===== src/shared/ctp_map.svh =====
`ifndef CTP_MAP_SVH
`define CTP_MAP_SVH

////////////////////////////////////////////////////////////////////////////////
// Timing
`define CTP_CLK_PERIOD_NS 10
`define CTP_CYC_PER_US (1000 / `CTP_CLK_PERIOD_NS)
`define CTP_IND_PULSE_US 10
`define CTP_IND_PULSE_CYC (`CTP_IND_PULSE_US * `CTP_CYC_PER_US)

////////////////////////////////////////////////////////////////////////////////
// Register offsets
`define CTP_OFF_CTRL 8'h00
`define CTP_OFF_FILTER 8'h04
`define CTP_OFF_LOCKOUT 8'h08
`define CTP_OFF_DELAY 8'h0c
`define CTP_OFF_EXPTIME 8'h10
`define CTP_OFF_PG_CTRL 8'h14
`define CTP_OFF_PG_WIDTH 8'h18
`define CTP_OFF_PG_PERIOD 8'h1c
`define CTP_OFF_SWTRIG 8'h20
`define CTP_OFF_STATUS 8'h24

////////////////////////////////////////////////////////////////////////////////
// Control fields
`define CTP_CTRL_TRIG_EN 0
`define CTP_CTRL_OVERLAP 1
`define CTP_CTRL_ORIGIN_LSB 2
`define CTP_CTRL_EDGE_FALL 5
`define CTP_CTRL_WIDTH_MODE 6
`define CTP_CTRL_INV_IN1 7
`define CTP_CTRL_INV_IN2 8
`define CTP_CTRL_INV_OUT1 9
`define CTP_CTRL_INV_OUT2 10
`define CTP_CTRL_SEL_OUT1_LSB 11
`define CTP_CTRL_SEL_OUT2_LSB 15
`define CTP_CTRL_BITS 19
`define CTP_PG_ON 0
`define CTP_PG_CONT 1
`define CTP_PG_GRAN_LSB 2
`define CTP_PG_COUNT_LSB 16

////////////////////////////////////////////////////////////////////////////////
// Reset values
`define CTP_RST_CTRL 19'h00000
`define CTP_RST_FILTER 16'h0000
`define CTP_RST_LOCKOUT 16'h0000
`define CTP_RST_DELAY 24'h000000
`define CTP_RST_EXPTIME 24'h0003e8
`define CTP_RST_PG_CTRL 32'h00010000
`define CTP_RST_PG_WIDTH 16'h0001
`define CTP_RST_PG_PERIOD 16'h0002

`endif


===== src/shared/ctp_pkg.sv =====
package ctp_pkg;

  typedef enum logic [3:0] {
    CTP_ST_IDLE = 4'b0001,
    CTP_ST_DELAY = 4'b0010,
    CTP_ST_EXPOSE = 4'b0100,
    CTP_ST_READOUT = 4'b1000
  } ctp_state_t;

  typedef enum logic [2:0] {
    CTP_SRC_LINE1 = 3'h0,
    CTP_SRC_LINE2 = 3'h1,
    CTP_SRC_SOFT = 3'h2,
    CTP_SRC_PULSER = 3'h3,
    CTP_SRC_LINK = 3'h4
  } ctp_origin_t;

  typedef enum logic [3:0] {
    CTP_OUT_EXP_START = 4'h0,
    CTP_OUT_EXP_END = 4'h1,
    CTP_OUT_EXP_MID = 4'h2,
    CTP_OUT_EXP_ACTIVE = 4'h3,
    CTP_OUT_TRIG_ACTUAL = 4'h4,
    CTP_OUT_TRIG_DELAYED = 4'h5,
    CTP_OUT_PULSER = 4'h6,
    CTP_OUT_STROBE1 = 4'h7,
    CTP_OUT_STROBE2 = 4'h8
  } ctp_outsel_t;

  typedef logic [1:0] ctp_gran_t;

endpackage


===== src/rtl/ctp_trigger.sv =====
// Design decisions made here: the AXI4-Lite interface to the registers and the address map.
`timescale 1ns/100ps
`include "ctp_map.svh"

// Notes on behaviour
// - Overlap bit picks overlapped mode or standard exposure-then-readout mode.
// - Software trigger command produces one short internal trigger pulse.
// - Active edge is rising or falling; only that edge triggers.
// - Width exposure, rising edge: expose exactly while the trigger is high.
// - Width exposure, falling edge: expose exactly while the trigger is low.
// - Pulses narrower than the filter setting are rejected; up to 65535 us.
// - After an accepted trigger, pulses are ignored for the lockout interval.
// - Exposure starts the programmed delay after the trigger; up to 16777215 us.
// - Filter and lockout act on the two external input lines.
// - Pulser triggers only while its enable bit is set.
// - Pulser emits a burst of 1 to 65535 pulses or runs continuously.
// - Pulser width and period count in units of 1, 10, 100, 1000 cycles.
// - Each generated pulse stays high for the programmed width, then low.
// - Generated pulses are spaced by the programmed period.
// - Pulser waveform serves as trigger source and as output line signal.
// - Each input line has a polarity inversion before trigger use.
// - Each output line picks one of nine signals, optionally inverted.
// - A trigger arriving before the current trigger period ends is ignored.
// - Exposure start, middle and end indications on the output lines are fixed 10 us pulses; the start and end ports pulse for one cycle.
module ctp_trigger (
  input wire logic clk_sys_in,
  input wire logic rst_b_in,
  input wire logic [7:0] s_axi_awaddr_in,
  input wire logic s_axi_awvalid_in,
  output logic s_axi_awready_out,
  input wire logic [31:0] s_axi_wdata_in,
  input wire logic [3:0] s_axi_wstrb_in,
  input wire logic s_axi_wvalid_in,
  output logic s_axi_wready_out,
  output logic [1:0] s_axi_bresp_out,
  output logic s_axi_bvalid_out,
  input wire logic s_axi_bready_in,
  input wire logic [7:0] s_axi_araddr_in,
  input wire logic s_axi_arvalid_in,
  output logic s_axi_arready_out,
  output logic [31:0] s_axi_rdata_out,
  output logic [1:0] s_axi_rresp_out,
  output logic s_axi_rvalid_out,
  input wire logic s_axi_rready_in,
  input wire logic trig_line1_in,
  input wire logic trig_line2_in,
  input wire logic grabber_link_trig_in,
  input wire logic readout_busy_in,
  input wire logic strobe1_in,
  input wire logic strobe2_in,
  output logic exposure_active_out,
  output logic exposure_start_out,
  output logic exposure_end_out,
  output logic line_out1_out,
  output logic line_out2_out
);
  import ctp_pkg::*;

  function automatic logic addr_known(input logic [7:0] a);
    addr_known = (a[1:0] == 2'h0) && (a <= `CTP_OFF_STATUS);
  endfunction

  function automatic logic [31:0] wmerge(input logic [31:0] old, input logic [31:0] d,
                                         input logic [3:0] be);
    logic [31:0] m;
    m = old;
    for (int i = 0; i < 4; i++) begin
      if (be[i]) begin
        m[i*8 +: 8] = d[i*8 +: 8];
      end
    end
    wmerge = m;
  endfunction

  function automatic logic out_pick(input logic [8:0] s, input logic [3:0] sel);
    out_pick = (sel <= 4'h8) ? s[sel] : 1'b0;
  endfunction

  ////////////////////////////////////////////////////////////////////////////////
  // Reset release
  logic [1:0] rst_sync_r;
  wire rst_n = rst_sync_r[1];
  always_ff @(posedge clk_sys_in or negedge rst_b_in) begin
    if (!rst_b_in) begin
      rst_sync_r <= 2'b00;
    end else begin
      rst_sync_r <= {rst_sync_r[0], 1'b1};
    end
  end

  ////////////////////////////////////////////////////////////////////////////////
  // Registers and AXI4-Lite slave
  logic [`CTP_CTRL_BITS-1:0] ctrl_r;
  logic [15:0] filt_r;
  logic [15:0] lock_r;
  logic [23:0] dly_r;
  logic [23:0] exp_r;
  logic [31:0] pgc_r;
  logic [15:0] pgw_r;
  logic [15:0] pgp_r;
  logic sw_pulse_r;
  logic aw_hold_r;
  logic w_hold_r;
  logic [7:0] aw_addr_r;
  logic [31:0] w_data_r;
  logic [3:0] w_strb_r;
  logic bvalid_r;
  logic [1:0] bresp_r;
  logic rvalid_r;
  logic [1:0] rresp_r;
  logic [31:0] rdata_r;
  logic [31:0] status_w;
  logic [31:0] rd_mux;

  wire do_wr = aw_hold_r && w_hold_r;
  wire wr_ok = do_wr && addr_known(aw_addr_r);
  wire [31:0] wm_ctrl = wmerge({13'h0000, ctrl_r}, w_data_r, w_strb_r);
  wire [31:0] wm_filt = wmerge({16'h0000, filt_r}, w_data_r, w_strb_r);
  wire [31:0] wm_lock = wmerge({16'h0000, lock_r}, w_data_r, w_strb_r);
  wire [31:0] wm_dly = wmerge({8'h00, dly_r}, w_data_r, w_strb_r);
  wire [31:0] wm_exp = wmerge({8'h00, exp_r}, w_data_r, w_strb_r);
  wire [31:0] wm_pgc = wmerge(pgc_r, w_data_r, w_strb_r);
  wire [31:0] wm_pgw = wmerge({16'h0000, pgw_r}, w_data_r, w_strb_r);
  wire [31:0] wm_pgp = wmerge({16'h0000, pgp_r}, w_data_r, w_strb_r);
  wire wr_sw = wr_ok && (aw_addr_r == `CTP_OFF_SWTRIG) && w_strb_r[0] && w_data_r[0];

  assign s_axi_awready_out = !aw_hold_r && !bvalid_r;
  assign s_axi_wready_out = !w_hold_r && !bvalid_r;
  assign s_axi_bvalid_out = bvalid_r;
  assign s_axi_bresp_out = bresp_r;
  assign s_axi_arready_out = !rvalid_r;
  assign s_axi_rvalid_out = rvalid_r;
  assign s_axi_rresp_out = rresp_r;
  assign s_axi_rdata_out = rdata_r;

  always_ff @(posedge clk_sys_in or negedge rst_n) begin
    if (!rst_n) begin
      aw_hold_r <= 1'b0;
      w_hold_r <= 1'b0;
      aw_addr_r <= 8'h00;
      w_data_r <= 32'h00000000;
      w_strb_r <= 4'h0;
      bvalid_r <= 1'b0;
      bresp_r <= 2'h0;
    end else begin
      if (s_axi_awvalid_in && s_axi_awready_out) begin
        aw_hold_r <= 1'b1;
        aw_addr_r <= s_axi_awaddr_in;
      end
      if (s_axi_wvalid_in && s_axi_wready_out) begin
        w_hold_r <= 1'b1;
        w_data_r <= s_axi_wdata_in;
        w_strb_r <= s_axi_wstrb_in;
      end
      if (do_wr) begin
        aw_hold_r <= 1'b0;
        w_hold_r <= 1'b0;
        bvalid_r <= 1'b1;
        bresp_r <= addr_known(aw_addr_r) ? 2'h0 : 2'h3;
      end else if (s_axi_bready_in) begin
        bvalid_r <= 1'b0;
      end
    end
  end

  always_ff @(posedge clk_sys_in or negedge rst_n) begin
    if (!rst_n) begin
      ctrl_r <= `CTP_RST_CTRL;
      filt_r <= `CTP_RST_FILTER;
      lock_r <= `CTP_RST_LOCKOUT;
      dly_r <= `CTP_RST_DELAY;
      exp_r <= `CTP_RST_EXPTIME;
      pgc_r <= `CTP_RST_PG_CTRL;
      pgw_r <= `CTP_RST_PG_WIDTH;
      pgp_r <= `CTP_RST_PG_PERIOD;
      sw_pulse_r <= 1'b0;
    end else begin
      sw_pulse_r <= wr_sw;
      if (wr_ok) begin
        unique case (aw_addr_r)
          `CTP_OFF_CTRL: ctrl_r <= wm_ctrl[`CTP_CTRL_BITS-1:0];
          `CTP_OFF_FILTER: filt_r <= wm_filt[15:0];
          `CTP_OFF_LOCKOUT: lock_r <= wm_lock[15:0];
          `CTP_OFF_DELAY: dly_r <= wm_dly[23:0];
          `CTP_OFF_EXPTIME: exp_r <= wm_exp[23:0];
          `CTP_OFF_PG_CTRL: pgc_r <= {wm_pgc[31:16], 12'h000, wm_pgc[3:0]};
          `CTP_OFF_PG_WIDTH: pgw_r <= wm_pgw[15:0];
          `CTP_OFF_PG_PERIOD: pgp_r <= wm_pgp[15:0];
          default: ;
        endcase
      end
    end
  end

  assign rd_mux =
    (s_axi_araddr_in == `CTP_OFF_CTRL) ? {13'h0000, ctrl_r} :
    (s_axi_araddr_in == `CTP_OFF_FILTER) ? {16'h0000, filt_r} :
    (s_axi_araddr_in == `CTP_OFF_LOCKOUT) ? {16'h0000, lock_r} :
    (s_axi_araddr_in == `CTP_OFF_DELAY) ? {8'h00, dly_r} :
    (s_axi_araddr_in == `CTP_OFF_EXPTIME) ? {8'h00, exp_r} :
    (s_axi_araddr_in == `CTP_OFF_PG_CTRL) ? pgc_r :
    (s_axi_araddr_in == `CTP_OFF_PG_WIDTH) ? {16'h0000, pgw_r} :
    (s_axi_araddr_in == `CTP_OFF_PG_PERIOD) ? {16'h0000, pgp_r} :
    (s_axi_araddr_in == `CTP_OFF_STATUS) ? status_w : 32'h00000000;

  always_ff @(posedge clk_sys_in or negedge rst_n) begin
    if (!rst_n) begin
      rvalid_r <= 1'b0;
      rresp_r <= 2'h0;
      rdata_r <= 32'h00000000;
    end else if (s_axi_arvalid_in && s_axi_arready_out) begin
      rvalid_r <= 1'b1;
      rresp_r <= addr_known(s_axi_araddr_in) ? 2'h0 : 2'h3;
      rdata_r <= rd_mux;
    end else if (s_axi_rready_in) begin
      rvalid_r <= 1'b0;
    end
  end

  ////////////////////////////////////////////////////////////////////////////////
  // Input synchronisers and pulser
  logic [2:0] sync1_r;
  logic [2:0] sync2_r;
  logic pg_pulse;
  logic pg_busy;
  wire [2:0] raw_in = {grabber_link_trig_in, trig_line2_in, trig_line1_in};
  generate
    for (genvar i = 0; i < 3; i++) begin : g_sync
      always_ff @(posedge clk_sys_in or negedge rst_n) begin
        if (!rst_n) begin
          sync1_r[i] <= 1'b0;
          sync2_r[i] <= 1'b0;
        end else begin
          sync1_r[i] <= raw_in[i];
          sync2_r[i] <= sync1_r[i];
        end
      end
    end
  endgenerate

  ctp_pulser u_pulser (
    .clk_sys_in(clk_sys_in),
    .rst_n_in(rst_n),
    .pulser_on_in(pgc_r[`CTP_PG_ON]),
    .continuous_in(pgc_r[`CTP_PG_CONT]),
    .gran_in(pgc_r[`CTP_PG_GRAN_LSB +: 2]),
    .count_in(pgc_r[`CTP_PG_COUNT_LSB +: 16]),
    .width_in(pgw_r),
    .period_in(pgp_r),
    .pulse_out(pg_pulse),
    .busy_out(pg_busy)
  );

  ////////////////////////////////////////////////////////////////////////////////
  // Source selection, edge, filter and lockout
  wire trig_enable = ctrl_r[`CTP_CTRL_TRIG_EN];
  wire exposure_overlap_select = ctrl_r[`CTP_CTRL_OVERLAP];
  wire [2:0] trig_origin_select = ctrl_r[`CTP_CTRL_ORIGIN_LSB +: 3];
  wire trig_edge_select = ctrl_r[`CTP_CTRL_EDGE_FALL];
  wire level_duration_exposure = ctrl_r[`CTP_CTRL_WIDTH_MODE];
  wire line1_lvl = sync2_r[0] ^ ctrl_r[`CTP_CTRL_INV_IN1];
  wire line2_lvl = sync2_r[1] ^ ctrl_r[`CTP_CTRL_INV_IN2];
  wire is_line = (trig_origin_select == CTP_SRC_LINE1) || (trig_origin_select == CTP_SRC_LINE2);
  wire src_lvl =
    (trig_origin_select == CTP_SRC_LINE1) ? line1_lvl :
    (trig_origin_select == CTP_SRC_LINE2) ? line2_lvl :
    (trig_origin_select == CTP_SRC_SOFT) ? sw_pulse_r :
    (trig_origin_select == CTP_SRC_PULSER) ? (pg_pulse && pgc_r[`CTP_PG_ON]) :
    (trig_origin_select == CTP_SRC_LINK) ? sync2_r[2] : 1'b0;
  wire act_lvl = src_lvl ^ trig_edge_select;

  logic act_d_r;
  logic filt_ok_d_r;
  logic [6:0] us_pre_r;
  logic [15:0] filt_cnt_r;
  logic [15:0] lock_cnt_r;
  wire us_tick = (us_pre_r == 7'(`CTP_CYC_PER_US - 1));
  wire filt_ok = act_lvl && (filt_cnt_r >= filt_r);
  wire lock_busy = is_line && (lock_cnt_r != 16'h0000);
  wire cand = is_line ? (filt_ok && !filt_ok_d_r) : (act_lvl && !act_d_r);
  logic accept;

  always_ff @(posedge clk_sys_in or negedge rst_n) begin
    if (!rst_n) begin
      us_pre_r <= 7'h00;
      act_d_r <= 1'b0;
      filt_ok_d_r <= 1'b0;
      filt_cnt_r <= 16'h0000;
      lock_cnt_r <= 16'h0000;
    end else begin
      us_pre_r <= us_tick ? 7'h00 : us_pre_r + 7'h01;
      act_d_r <= act_lvl;
      filt_ok_d_r <= filt_ok;
      if (!act_lvl) begin
        filt_cnt_r <= 16'h0000;
      end else if (us_tick && !filt_ok) begin
        filt_cnt_r <= filt_cnt_r + 16'h0001;
      end
      if (accept) begin
        lock_cnt_r <= lock_r;
      end else if (us_tick && lock_cnt_r != 16'h0000) begin
        lock_cnt_r <= lock_cnt_r - 16'h0001;
      end
    end
  end

  ////////////////////////////////////////////////////////////////////////////////
  // Exposure sequencer
  ctp_state_t st_r;
  ctp_state_t st_nxt;
  logic [23:0] tcnt_r;
  wire in_idle = (st_r == CTP_ST_IDLE);
  wire period_done = in_idle && (exposure_overlap_select || !readout_busy_in);
  wire dly_done = (st_r == CTP_ST_DELAY) && (tcnt_r >= dly_r);
  wire exp_done = level_duration_exposure ? !act_lvl : (tcnt_r >= exp_r);
  wire exp_end = (st_r == CTP_ST_EXPOSE) && exp_done;
  wire exp_mid = (st_r == CTP_ST_EXPOSE) && !level_duration_exposure && us_tick &&
                 (tcnt_r == {1'b0, exp_r[23:1]});
  assign accept = trig_enable && cand && !lock_busy && period_done;

  always_comb begin
    st_nxt = st_r;
    unique case (st_r)
      CTP_ST_IDLE: if (accept) st_nxt = CTP_ST_DELAY;
      CTP_ST_DELAY: if (dly_done) st_nxt = CTP_ST_EXPOSE;
      CTP_ST_EXPOSE: if (exp_done) st_nxt = exposure_overlap_select ? CTP_ST_IDLE : CTP_ST_READOUT;
      CTP_ST_READOUT: if (!readout_busy_in) st_nxt = CTP_ST_IDLE;
      default: st_nxt = CTP_ST_IDLE;
    endcase
  end

  always_ff @(posedge clk_sys_in or negedge rst_n) begin
    if (!rst_n) begin
      st_r <= CTP_ST_IDLE;
      tcnt_r <= 24'h000000;
    end else begin
      st_r <= st_nxt;
      if (st_nxt != st_r) begin
        tcnt_r <= 24'h000000;
      end else if (us_tick) begin
        tcnt_r <= tcnt_r + 24'h000001;
      end
    end
  end

  ////////////////////////////////////////////////////////////////////////////////
  // Indication pulses and output lines
  wire exp_start = dly_done;
  wire [3:0] ind_ev = {dly_done, exp_mid, exp_end, exp_start};
  logic [3:0] ind_lvl;
  logic [1:0] line_r;
  logic exp_start_r;
  logic exp_end_r;
  generate
    for (genvar i = 0; i < 4; i++) begin : g_ind
      logic [9:0] ind_cnt_r;
      always_ff @(posedge clk_sys_in or negedge rst_n) begin
        if (!rst_n) begin
          ind_cnt_r <= 10'h000;
        end else if (ind_ev[i]) begin
          ind_cnt_r <= 10'(`CTP_IND_PULSE_CYC);
        end else if (ind_cnt_r != 10'h000) begin
          ind_cnt_r <= ind_cnt_r - 10'h001;
        end
      end
      assign ind_lvl[i] = (ind_cnt_r != 10'h000);
    end
  endgenerate

  wire [8:0] sig9 = {strobe2_in, strobe1_in, pg_pulse, ind_lvl[3], src_lvl,
                     st_r == CTP_ST_EXPOSE, ind_lvl[2], ind_lvl[1], ind_lvl[0]};
  wire [1:0] out_inv = {ctrl_r[`CTP_CTRL_INV_OUT2], ctrl_r[`CTP_CTRL_INV_OUT1]};
  wire [7:0] out_sel = {ctrl_r[`CTP_CTRL_SEL_OUT2_LSB +: 4], ctrl_r[`CTP_CTRL_SEL_OUT1_LSB +: 4]};
  generate
    for (genvar k = 0; k < 2; k++) begin : g_out
      always_ff @(posedge clk_sys_in or negedge rst_n) begin
        if (!rst_n) begin
          line_r[k] <= 1'b0;
        end else begin
          line_r[k] <= out_pick(sig9, out_sel[k*4 +: 4]) ^ out_inv[k];
        end
      end
    end
  endgenerate

  always_ff @(posedge clk_sys_in or negedge rst_n) begin
    if (!rst_n) begin
      exp_start_r <= 1'b0;
      exp_end_r <= 1'b0;
    end else begin
      exp_start_r <= exp_start;
      exp_end_r <= exp_end;
    end
  end

  assign status_w = {22'h000000, lock_busy, pg_busy, 4'(st_r), 3'h0, st_r == CTP_ST_EXPOSE};
  assign line_out1_out = line_r[0];
  assign line_out2_out = line_r[1];
  assign exposure_start_out = exp_start_r;
  assign exposure_end_out = exp_end_r;
  assign exposure_active_out = (st_r == CTP_ST_EXPOSE);

endmodule


===== src/rtl/ctp_pulser.sv =====
`timescale 1ns/100ps
`include "ctp_map.svh"

module ctp_pulser (
  input wire logic clk_sys_in,
  input wire logic rst_n_in,
  input wire logic pulser_on_in,
  input wire logic continuous_in,
  input wire ctp_pkg::ctp_gran_t gran_in,
  input wire logic [15:0] count_in,
  input wire logic [15:0] width_in,
  input wire logic [15:0] period_in,
  output logic pulse_out,
  output logic busy_out
);
  import ctp_pkg::*;

  function automatic logic [9:0] gran_last(input ctp_gran_t g);
    case (g)
      2'h0: gran_last = 10'h000;
      2'h1: gran_last = 10'h009;
      2'h2: gran_last = 10'h063;
      default: gran_last = 10'h3e7;
    endcase
  endfunction

  logic en_d_r;
  logic run_r;
  logic pulse_r;
  logic [9:0] pre_r;
  logic [15:0] ph_r;
  logic [15:0] rem_r;
  wire start = pulser_on_in && !en_d_r;
  wire unit_tick = (pre_r == gran_last(gran_in));
  wire period_end = ({1'b0, ph_r} + 17'h00001) >= {1'b0, period_in};
  wire last_pulse = !continuous_in && (rem_r <= 16'h0001);

  ////////////////////////////////////////////////////////////////////////////////
  // Unit prescaler and phase
  always_ff @(posedge clk_sys_in or negedge rst_n_in) begin
    if (!rst_n_in) begin
      en_d_r <= 1'b0;
      run_r <= 1'b0;
      pre_r <= 10'h000;
      ph_r <= 16'h0000;
      rem_r <= 16'h0000;
      pulse_r <= 1'b0;
    end else begin
      en_d_r <= pulser_on_in;
      pulse_r <= run_r && (ph_r < width_in);
      if (start) begin
        run_r <= 1'b1;
        rem_r <= count_in;
        pre_r <= 10'h000;
        ph_r <= 16'h0000;
      end else if (!pulser_on_in) begin
        run_r <= 1'b0;
      end else if (run_r) begin
        pre_r <= unit_tick ? 10'h000 : pre_r + 10'h001;
        if (unit_tick && period_end) begin
          ph_r <= 16'h0000;
          rem_r <= rem_r - 16'h0001;
          if (last_pulse) begin
            run_r <= 1'b0;
          end
        end else if (unit_tick) begin
          ph_r <= ph_r + 16'h0001;
        end
      end
    end
  end

  assign pulse_out = pulse_r;
  assign busy_out = run_r;

endmodule


===== config.mk =====
export PLATFORM = sky130hd
export DESIGN_NAME = ctp_trigger
export DESIGN_NICKNAME = d
export VERILOG_FILES = /design/src/shared/ctp_pkg.sv /design/src/rtl/ctp_trigger.sv /design/src/rtl/ctp_pulser.sv
export VERILOG_INCLUDE_DIRS = /design/src /design/src/shared
export SDC_FILE = /design/constraint.sdc
export NUM_CORES = 1
export LEC_CHECK = 0
export BUFFER_PORTS_ARGS = -buffer_cell sky130_fd_sc_hd__buf_2
export CORE_ASPECT_RATIO = 1.75
export CORE_MARGIN = 10
export CORE_UTILIZATION = 60
export DETAILED_ROUTE_END_ITERATION = 10
export PLACE_DENSITY_LB_ADDON = 0.3
export SLEW_MARGIN = 20
export SYNTH_ARGS = -nofsm -noshare
export SYNTH_HDL_FRONTEND = slang
export SYNTH_SLANG_ARGS = --single-unit

===== constraint.sdc =====
create_clock -name clk_sys_in -period 27.5 [get_ports clk_sys_in]
set_input_delay 2.75 -clock clk_sys_in [delete_from_list [all_inputs] [get_ports clk_sys_in]]
set_output_delay 2.75 -clock clk_sys_in [all_outputs]
set_load 0.1 [all_outputs]

==> results.md, run 1 <==
* Synthesis Warnings at 0
* F_max at 193 MHz
* CP max stage delay at 0.86 ns
* Power Dens Cells at 64.1 mW/mm^2
* Die Height at 266 um
* Clk_skew at 0.0155 ns
* Post-DP HPWL at 46.9 mm
* Worst-path cell chain: buf_2 -> nor4_1 -> nand3_1 -> nor2_1 -> a222oi_1 -> nand2_1 -> o21ai_0 -> o21ai_0
* First-pass GRT wire length at 96.2 mm
* Reg clk slew, reported paths at 0.07 ns
* # rows at 90
* First drt pass iteration count at 10
* Die area at 0.0427 sq mm
* Worst-Margin Slew at 1.21 ns
* Layout Nets at 2336
* Buf+Inv Stages, Crit Path at 1
* IO Pins at 111
* Via density at 6.32
* Placeable Area at 0.0343 sq mm
* Sequential area share after synthesis at 48.4%
* Clock latency on the worst-skew pair at 0.55 ns
* Hold Path End: rst_sync_r[1]$_DFF_PN0_
* Worst setup SP type: input pin
* Worst hold start: rst_sync_r[0]$_DFF_PN0_
* R2r startpoint: u_pulser.ph_r[0]$_DFFE_PN0P_
* Most frequent CP cell: o21ai_0
* Antenna fix cells at 0
* CTS Buffer Depth at 3
* Largest net degree at the start of global routing at 80
* Post-cts resize count at 0
* CP delay by family, top: simple AND/OR/NAND/NOR gates
* Area leader, netlist: dfrtp_1
* Number of buffers created by CTS at 38
* Routed Antenna Nets at 0
* Area contributors post-synth: dfrtp_1 47%, ha_1 6.5%, mux2_2 5.6%, nand2_1 4.4%, o21ai_0 4.3%
* CP max FO at 11
* Min-delay worst type: flop to flop
* WS Path Type: input pin to flop
* Worst setup EP type: flop
* Arrival @ worst endpoint at 5.65 ns
* Worst EP required at 27.97 ns
* Syn Area/Cell at 9.98 sq um
* Period utilization at 18.8%
* Pleak at 10.8 nW
* DR WL/cell at 23.3 um
* Non-Filler Instances at 2654
* Mapped Area at 0.0207 sq mm
* DP Cell Count at 2584
* CTS tree: built
* Max Transition Viols Final at 0
* Hold depth at 0
* Cells after synthesis at 2077
* CP max stage cell: nor2_1
* Critical Path Stages at 8
* Power, Total at 0.00147 W
* GRT Total Usage at 28.7%
* Ys async rst share at 100%
* Post-CTS Hold Buffers at 0
* Unique masters post-synth at 87
* Vias in the first global route at 17200
* First DRT Iteration DRCs at 1379
* Max-cap viol count at 0
* Setup Buffers After CTS at 0
* Vias at 16800
* Post-synth EDFFs at 0
* Sink Count at 400
* Status: completed
* Initial antenna violation count at 0
* Setup total negative slack at 0 ns
* Chip Width at 160 um
* Synth Net Count at 2249
* DRC at 0
* Unrepaired setup endpoints after global routing: no
* Clk root buf: clkbuf_16
* Overall routed net length at 61.8 mm
* Most common cell after layout, fill and taps aside: dfrtp_1
* Ys flop type: dfrtp_1
* H-Tree Depth at 2
* GP Congestion at 1.01
* Relative slew slack at 19.3%
* Post-layout min period at 5.18 ns
* Reg2reg end: u_pulser.ph_r[2]$_DFFE_PN0P_
* Finish-stage setup viols at 0
* Final hold viol count at 0
* P&R area growth vs syn at 10.7%
* Initial Util at 60.3%
* Layout cells sized above 1 at 15.0%
* Input/output buffers at 110
* Peak supply drop at 0.128 mV
* Commonest non-fill, non-tap cells in the layout: 389 x dfrtp_1, 243 x nand2_1, 179 x o21ai_0
* Register-to-register setup slack at 22.86 ns
* Seq cells post-synth at 400
* Gr ovfl total at 0
* FF-to-FF path depth at 14
* Share of the synthesized area in the top cell type at 47.1%
[sequential cells by signal, summed over array words and instances (netlist names), 19 cells and up]
signal and count:
pgc_r 20, dly_r 24, g_ind.ind_cnt_r 40, w_data_r 32
exp_r 24, s_axi_rdata_out 32, tcnt_r 24, ctrl_r 19
[kinds of logic (layout without fill, tap and decap cells)]
logic type | after synthesis | in the layout | synth area share, %
xor gates and xnor gates | 123 | 123 | 5.23
buffers and inverters | 203 | 320 | 3.81
AOI/OAI and AO/OA | 463 | 463 | 14.7
adders and majority gates | 107 | 107 | 6.46
other | 1 | 1 | 0.0181
DFF | 400 | 400 | 48.4
muxes | 116 | 116 | 6.34
and+or+nand+nor | 664 | 664 | 15.1
[metrics by stage]
step                      util [%]  area, sq um  setup slack, ns  hold slack [ns]
after global placement        63.0        21600            21.93            0.332
after detailed placement      63.0        21600            21.85            0.338
final                         66.8        23000            22.32            0.349
after floorplan                  -        20700            15.54            0.331
after global routing          66.8        23000            22.17            0.365
after CTS                     66.8        23000            22.36            0.353
[synth_stat cells, types with 29 or more instances]
cell type and count:
dfrtp_1 390, nand2_1 243, o21ai_0 179, nor2_1 166, inv_1 126, ha_1 107
mux2_2 103, xor2_1 75, a21oi_1 70, clkbuf_1 65, nand3_1 49, xnor2_1 47
nor3_1 31, and3_1 29
[per-layer routing]
metal / GRT usage [%] / vias to the layer above / wire [um]
met5: 0 / - / 0
met4: 23.6 / 0 / 5970
met3: 5.00 / 261 / 4000
met2: 49.5 / 705 / 30700
met1: 30.1 / 8250 / 21200
li1: - / 7569 / -
[area by class of cell]
cell class	instances	area, sq um
tap	460	576
timing repair buffer	122	641
sequential	400	10000
fill	2684	11400
clock inverter	16	183
inverter	128	480
multi-input combinational	1474	9920
clock buffer	54	1120
[how the worst max path moves through the flow]
stage                                       start                             end  slack [ns]
after floorplan           rst_sync_r[1]$_DFF_PN0_               act_d_r$_DFF_PN0_       15.54
after global placement         s_axi_araddr_in[4]  s_axi_rdata_out[7]$_DFFE_PN0P_       21.93
after detailed placement       s_axi_araddr_in[4]  s_axi_rdata_out[7]$_DFFE_PN0P_       21.85
after CTS                       st_r[1]$_DFF_PN0_             exposure_active_out       22.36
after global routing           s_axi_araddr_in[4]  s_axi_rdata_out[7]$_DFFE_PN0P_       22.17
final                          s_axi_araddr_in[4]  s_axi_rdata_out[7]$_DFFE_PN0P_       22.32
[report_power, final]
part	internal (W)	switching (W)	leakage, nW	total [W]
clock	0.000324	0.000233	0.650	0.000557
combinational	0.0000596	0.000125	5.48	0.000185
sequential	0.000632	0.0000966	4.71	0.000728
total	0.00102	0.000455	10.8	0.00147
Power figures use the tool's default switching activity.
==> run 2: changes to the inputs <==
==> constraint.sdc (replaced) <==
create_clock -name clk_sys_in -period 5.32 [get_ports clk_sys_in]
set_input_delay 0.532 -clock clk_sys_in [delete_from_list [all_inputs] [get_ports clk_sys_in]]
set_output_delay 0.532 -clock clk_sys_in [all_outputs]
set_load 0.1 [all_outputs]
==> results.md, run 2 (same netlist as run 1, synthesis figures left out) <==
* Largest register FFs at 40
* Final hold viol count at 0
* H-Tree Depth at 2
* Clk root buf: clkbuf_16
* Initial Util at 60.3%
* First DRT Iteration DRCs at 1099
* Die area at 0.0427 sq mm
* Max-cap viol count at 0
* Worst setup SP type: flop
* Largest net degree at the start of global routing at 192
* Post-DP HPWL at 45.2 mm
* Layout cells sized above 1 at 15.3%
* Sink Count at 400
* Pleak at 10.9 nW
* Unrepaired setup endpoints after global routing: no
* Clk_skew at 0.0179 ns
* Max Transition Viols Final at 0
* WS Path Type: flop to flop
* Power Dens Cells at 329 mW/mm^2
* DR WL/cell at 22.9 um
* Vias at 16700
* Worst setup EP type: flop
* Die Height at 266 um
* GP Congestion at 1.00
* CTS tree: built
* Period utilization at 76.2%
* Number of buffers created by CTS at 39
* Hold_ws at 0.0882 ns
* Commonest non-fill, non-tap cells in the layout: 389 x dfrtp_1, 242 x nand2_1, 179 x o21ai_0
* Setup Buffers After CTS at 0
* Hold depth at 1
* Largest reg by FF count: g_ind.ind_cnt_r
* GRT Total Usage at 28.2%
* FF-to-FF path depth at 15
* Reg clk slew, reported paths at 0.06 ns
* CTS Buffer Depth at 3
* Worst EP required at 5.74 ns
* Overall routed net length at 61.0 mm
* IO Pins at 111
* Input/output buffers at 110
* Min-delay worst type: input pin to flop
* Layout Nets at 2340
* Worst-Margin Slew at 1.15 ns
* Fill cells at 2660
* Initial antenna violation count at 3
* Peak supply drop at 0.663 mV
* Arrival @ worst endpoint at 4.48 ns
* Register-to-register setup slack at 1.27 ns
* Post-layout min period at 4.05 ns
* Worst hold start: grabber_link_trig_in
* Status: completed
* Most common cell after layout, fill and taps aside: dfrtp_1
* Placeable Area at 0.0343 sq mm
* # rows at 90
* CP max FO at 13
* P&R area growth vs syn at 11.2%
* First-pass GRT wire length at 95.3 mm
* CP startpoint: u_pulser.ph_r[0]$_DFFE_PN0P_
* Vias in the first global route at 17200
* Clock latency on the worst-skew pair at 0.55 ns
* Relative slew slack at 23.4%
* Routed Antenna Nets at 0
* First drt pass iteration count at 7
* Chip Width at 160 um
* F_max at 247 MHz
* Via density at 6.27
* Setup total negative slack at 0 ns
* Hold Path End: sync1_r[2]$_DFF_PN0_
* DRC at 0
* R2r startpoint: u_pulser.ph_r[0]$_DFFE_PN0P_
* Placed inst area at 0.0217 sq mm
* Design area at 0.0230 sq mm
* Gr ovfl total at 0
* Reg2reg end: u_pulser.rem_r[9]$_DFFE_PN0P_
* Finish-stage setup viols at 0
==> run 2: cell types whose count changed in the layout (fill, tap and decap cells not counted), sizes merged <==
cell,change
clkbuf,+6
clkinv,-3
diode,+3
dlygate4sd3,+1
bufinv,-2
buf,+2
==> run 2: metal layers <==
layer / up-vias / GRT usage, % / part of all wire (%)
met5: - / 0 / 0
met4: 0 / 22.5 / 8.8
met3: 250 / 5.83 / 6.3
met2: 673 / 48.6 / 50
met1: 8185 / 29.3 / 35
li1: 7577 / - / -
==> run 2: final cells by class <==
cell class                 count  area [sq um]  share of cell area, %
antenna                        3          7.51                 0.0326
clock inverter                11           123                  0.532
tap                          460           576                   2.50
timing repair buffer         125           691                   3.00
multi-input combinational   1474          9930                   43.1
inverter                     128           480                   2.09
clock buffer                  60          1210                   5.24
sequential                   400         10000                   43.5
==> run 2: critical path, stage by stage (launching register included) <==
cell,delay [ns]
dfrtp_1,0.46
ha_1,0.23
nand3_1,0.15
nor3b_1,0.55
nand4_1,0.19
xnor2_1,0.18
ha_1,0.30
nand4_1,0.14
nor2_1,0.17
o21ai_0,0.11
a21o_1,0.17
a21oi_1,0.33
o31ai_1,0.15
buf_4,0.20
o311a_1,0.34
a221o_1,0.26
==> run 2: worst max path at each step <==
stage	to	slack, ns	depth (start not counted)
2_1_floorplan	act_d_r$_DFF_PN0_	1.40	0
3_3_place_gp	u_pulser.rem_r[9]$_DFFE_PN0P_	1.47	15
3_5_place_dp	u_pulser.rem_r[9]$_DFFE_PN0P_	1.35	15
4_1_cts	u_pulser.rem_r[9]$_DFFE_PN0P_	1.32	15
5_1_grt	u_pulser.rem_r[9]$_DFFE_PN0P_	1.0	15
6_report	u_pulser.rem_r[9]$_DFFE_PN0P_	1.27	15
==> run 2: per-stage QoR <==
step | util, % | worst slack (ns) | power [W] | instances
finish | 67.1 | 1.27 | 0.00758 | 2661
global route | 67.1 | 0.997 | 0.00780 | 2660
CTS | 67.0 | 1.32 | 0.00759 | 2658
detailed placement | 63.1 | 1.35 | 0.00472 | 2586
global placement | 63.1 | 1.47 | 0.00469 | 2586
floorplan | - | 1.40 | 0.00431 | 2077
==> run 2: power breakdown <==
group / leakage [nW] / switching [W] / internal, W
Clock: 0.657 / 0.00122 / 0.00167
Sequential: 4.71 / 0.000464 / 0.00327
Combinational: 5.51 / 0.000650 / 0.000311
==> run 2: repair_timing <==
item,CTS,global route
hold endpoints to repair,2,0
resized for setup,0,0
hold buffers,1,0
endpoints found under the setup margin,0,0
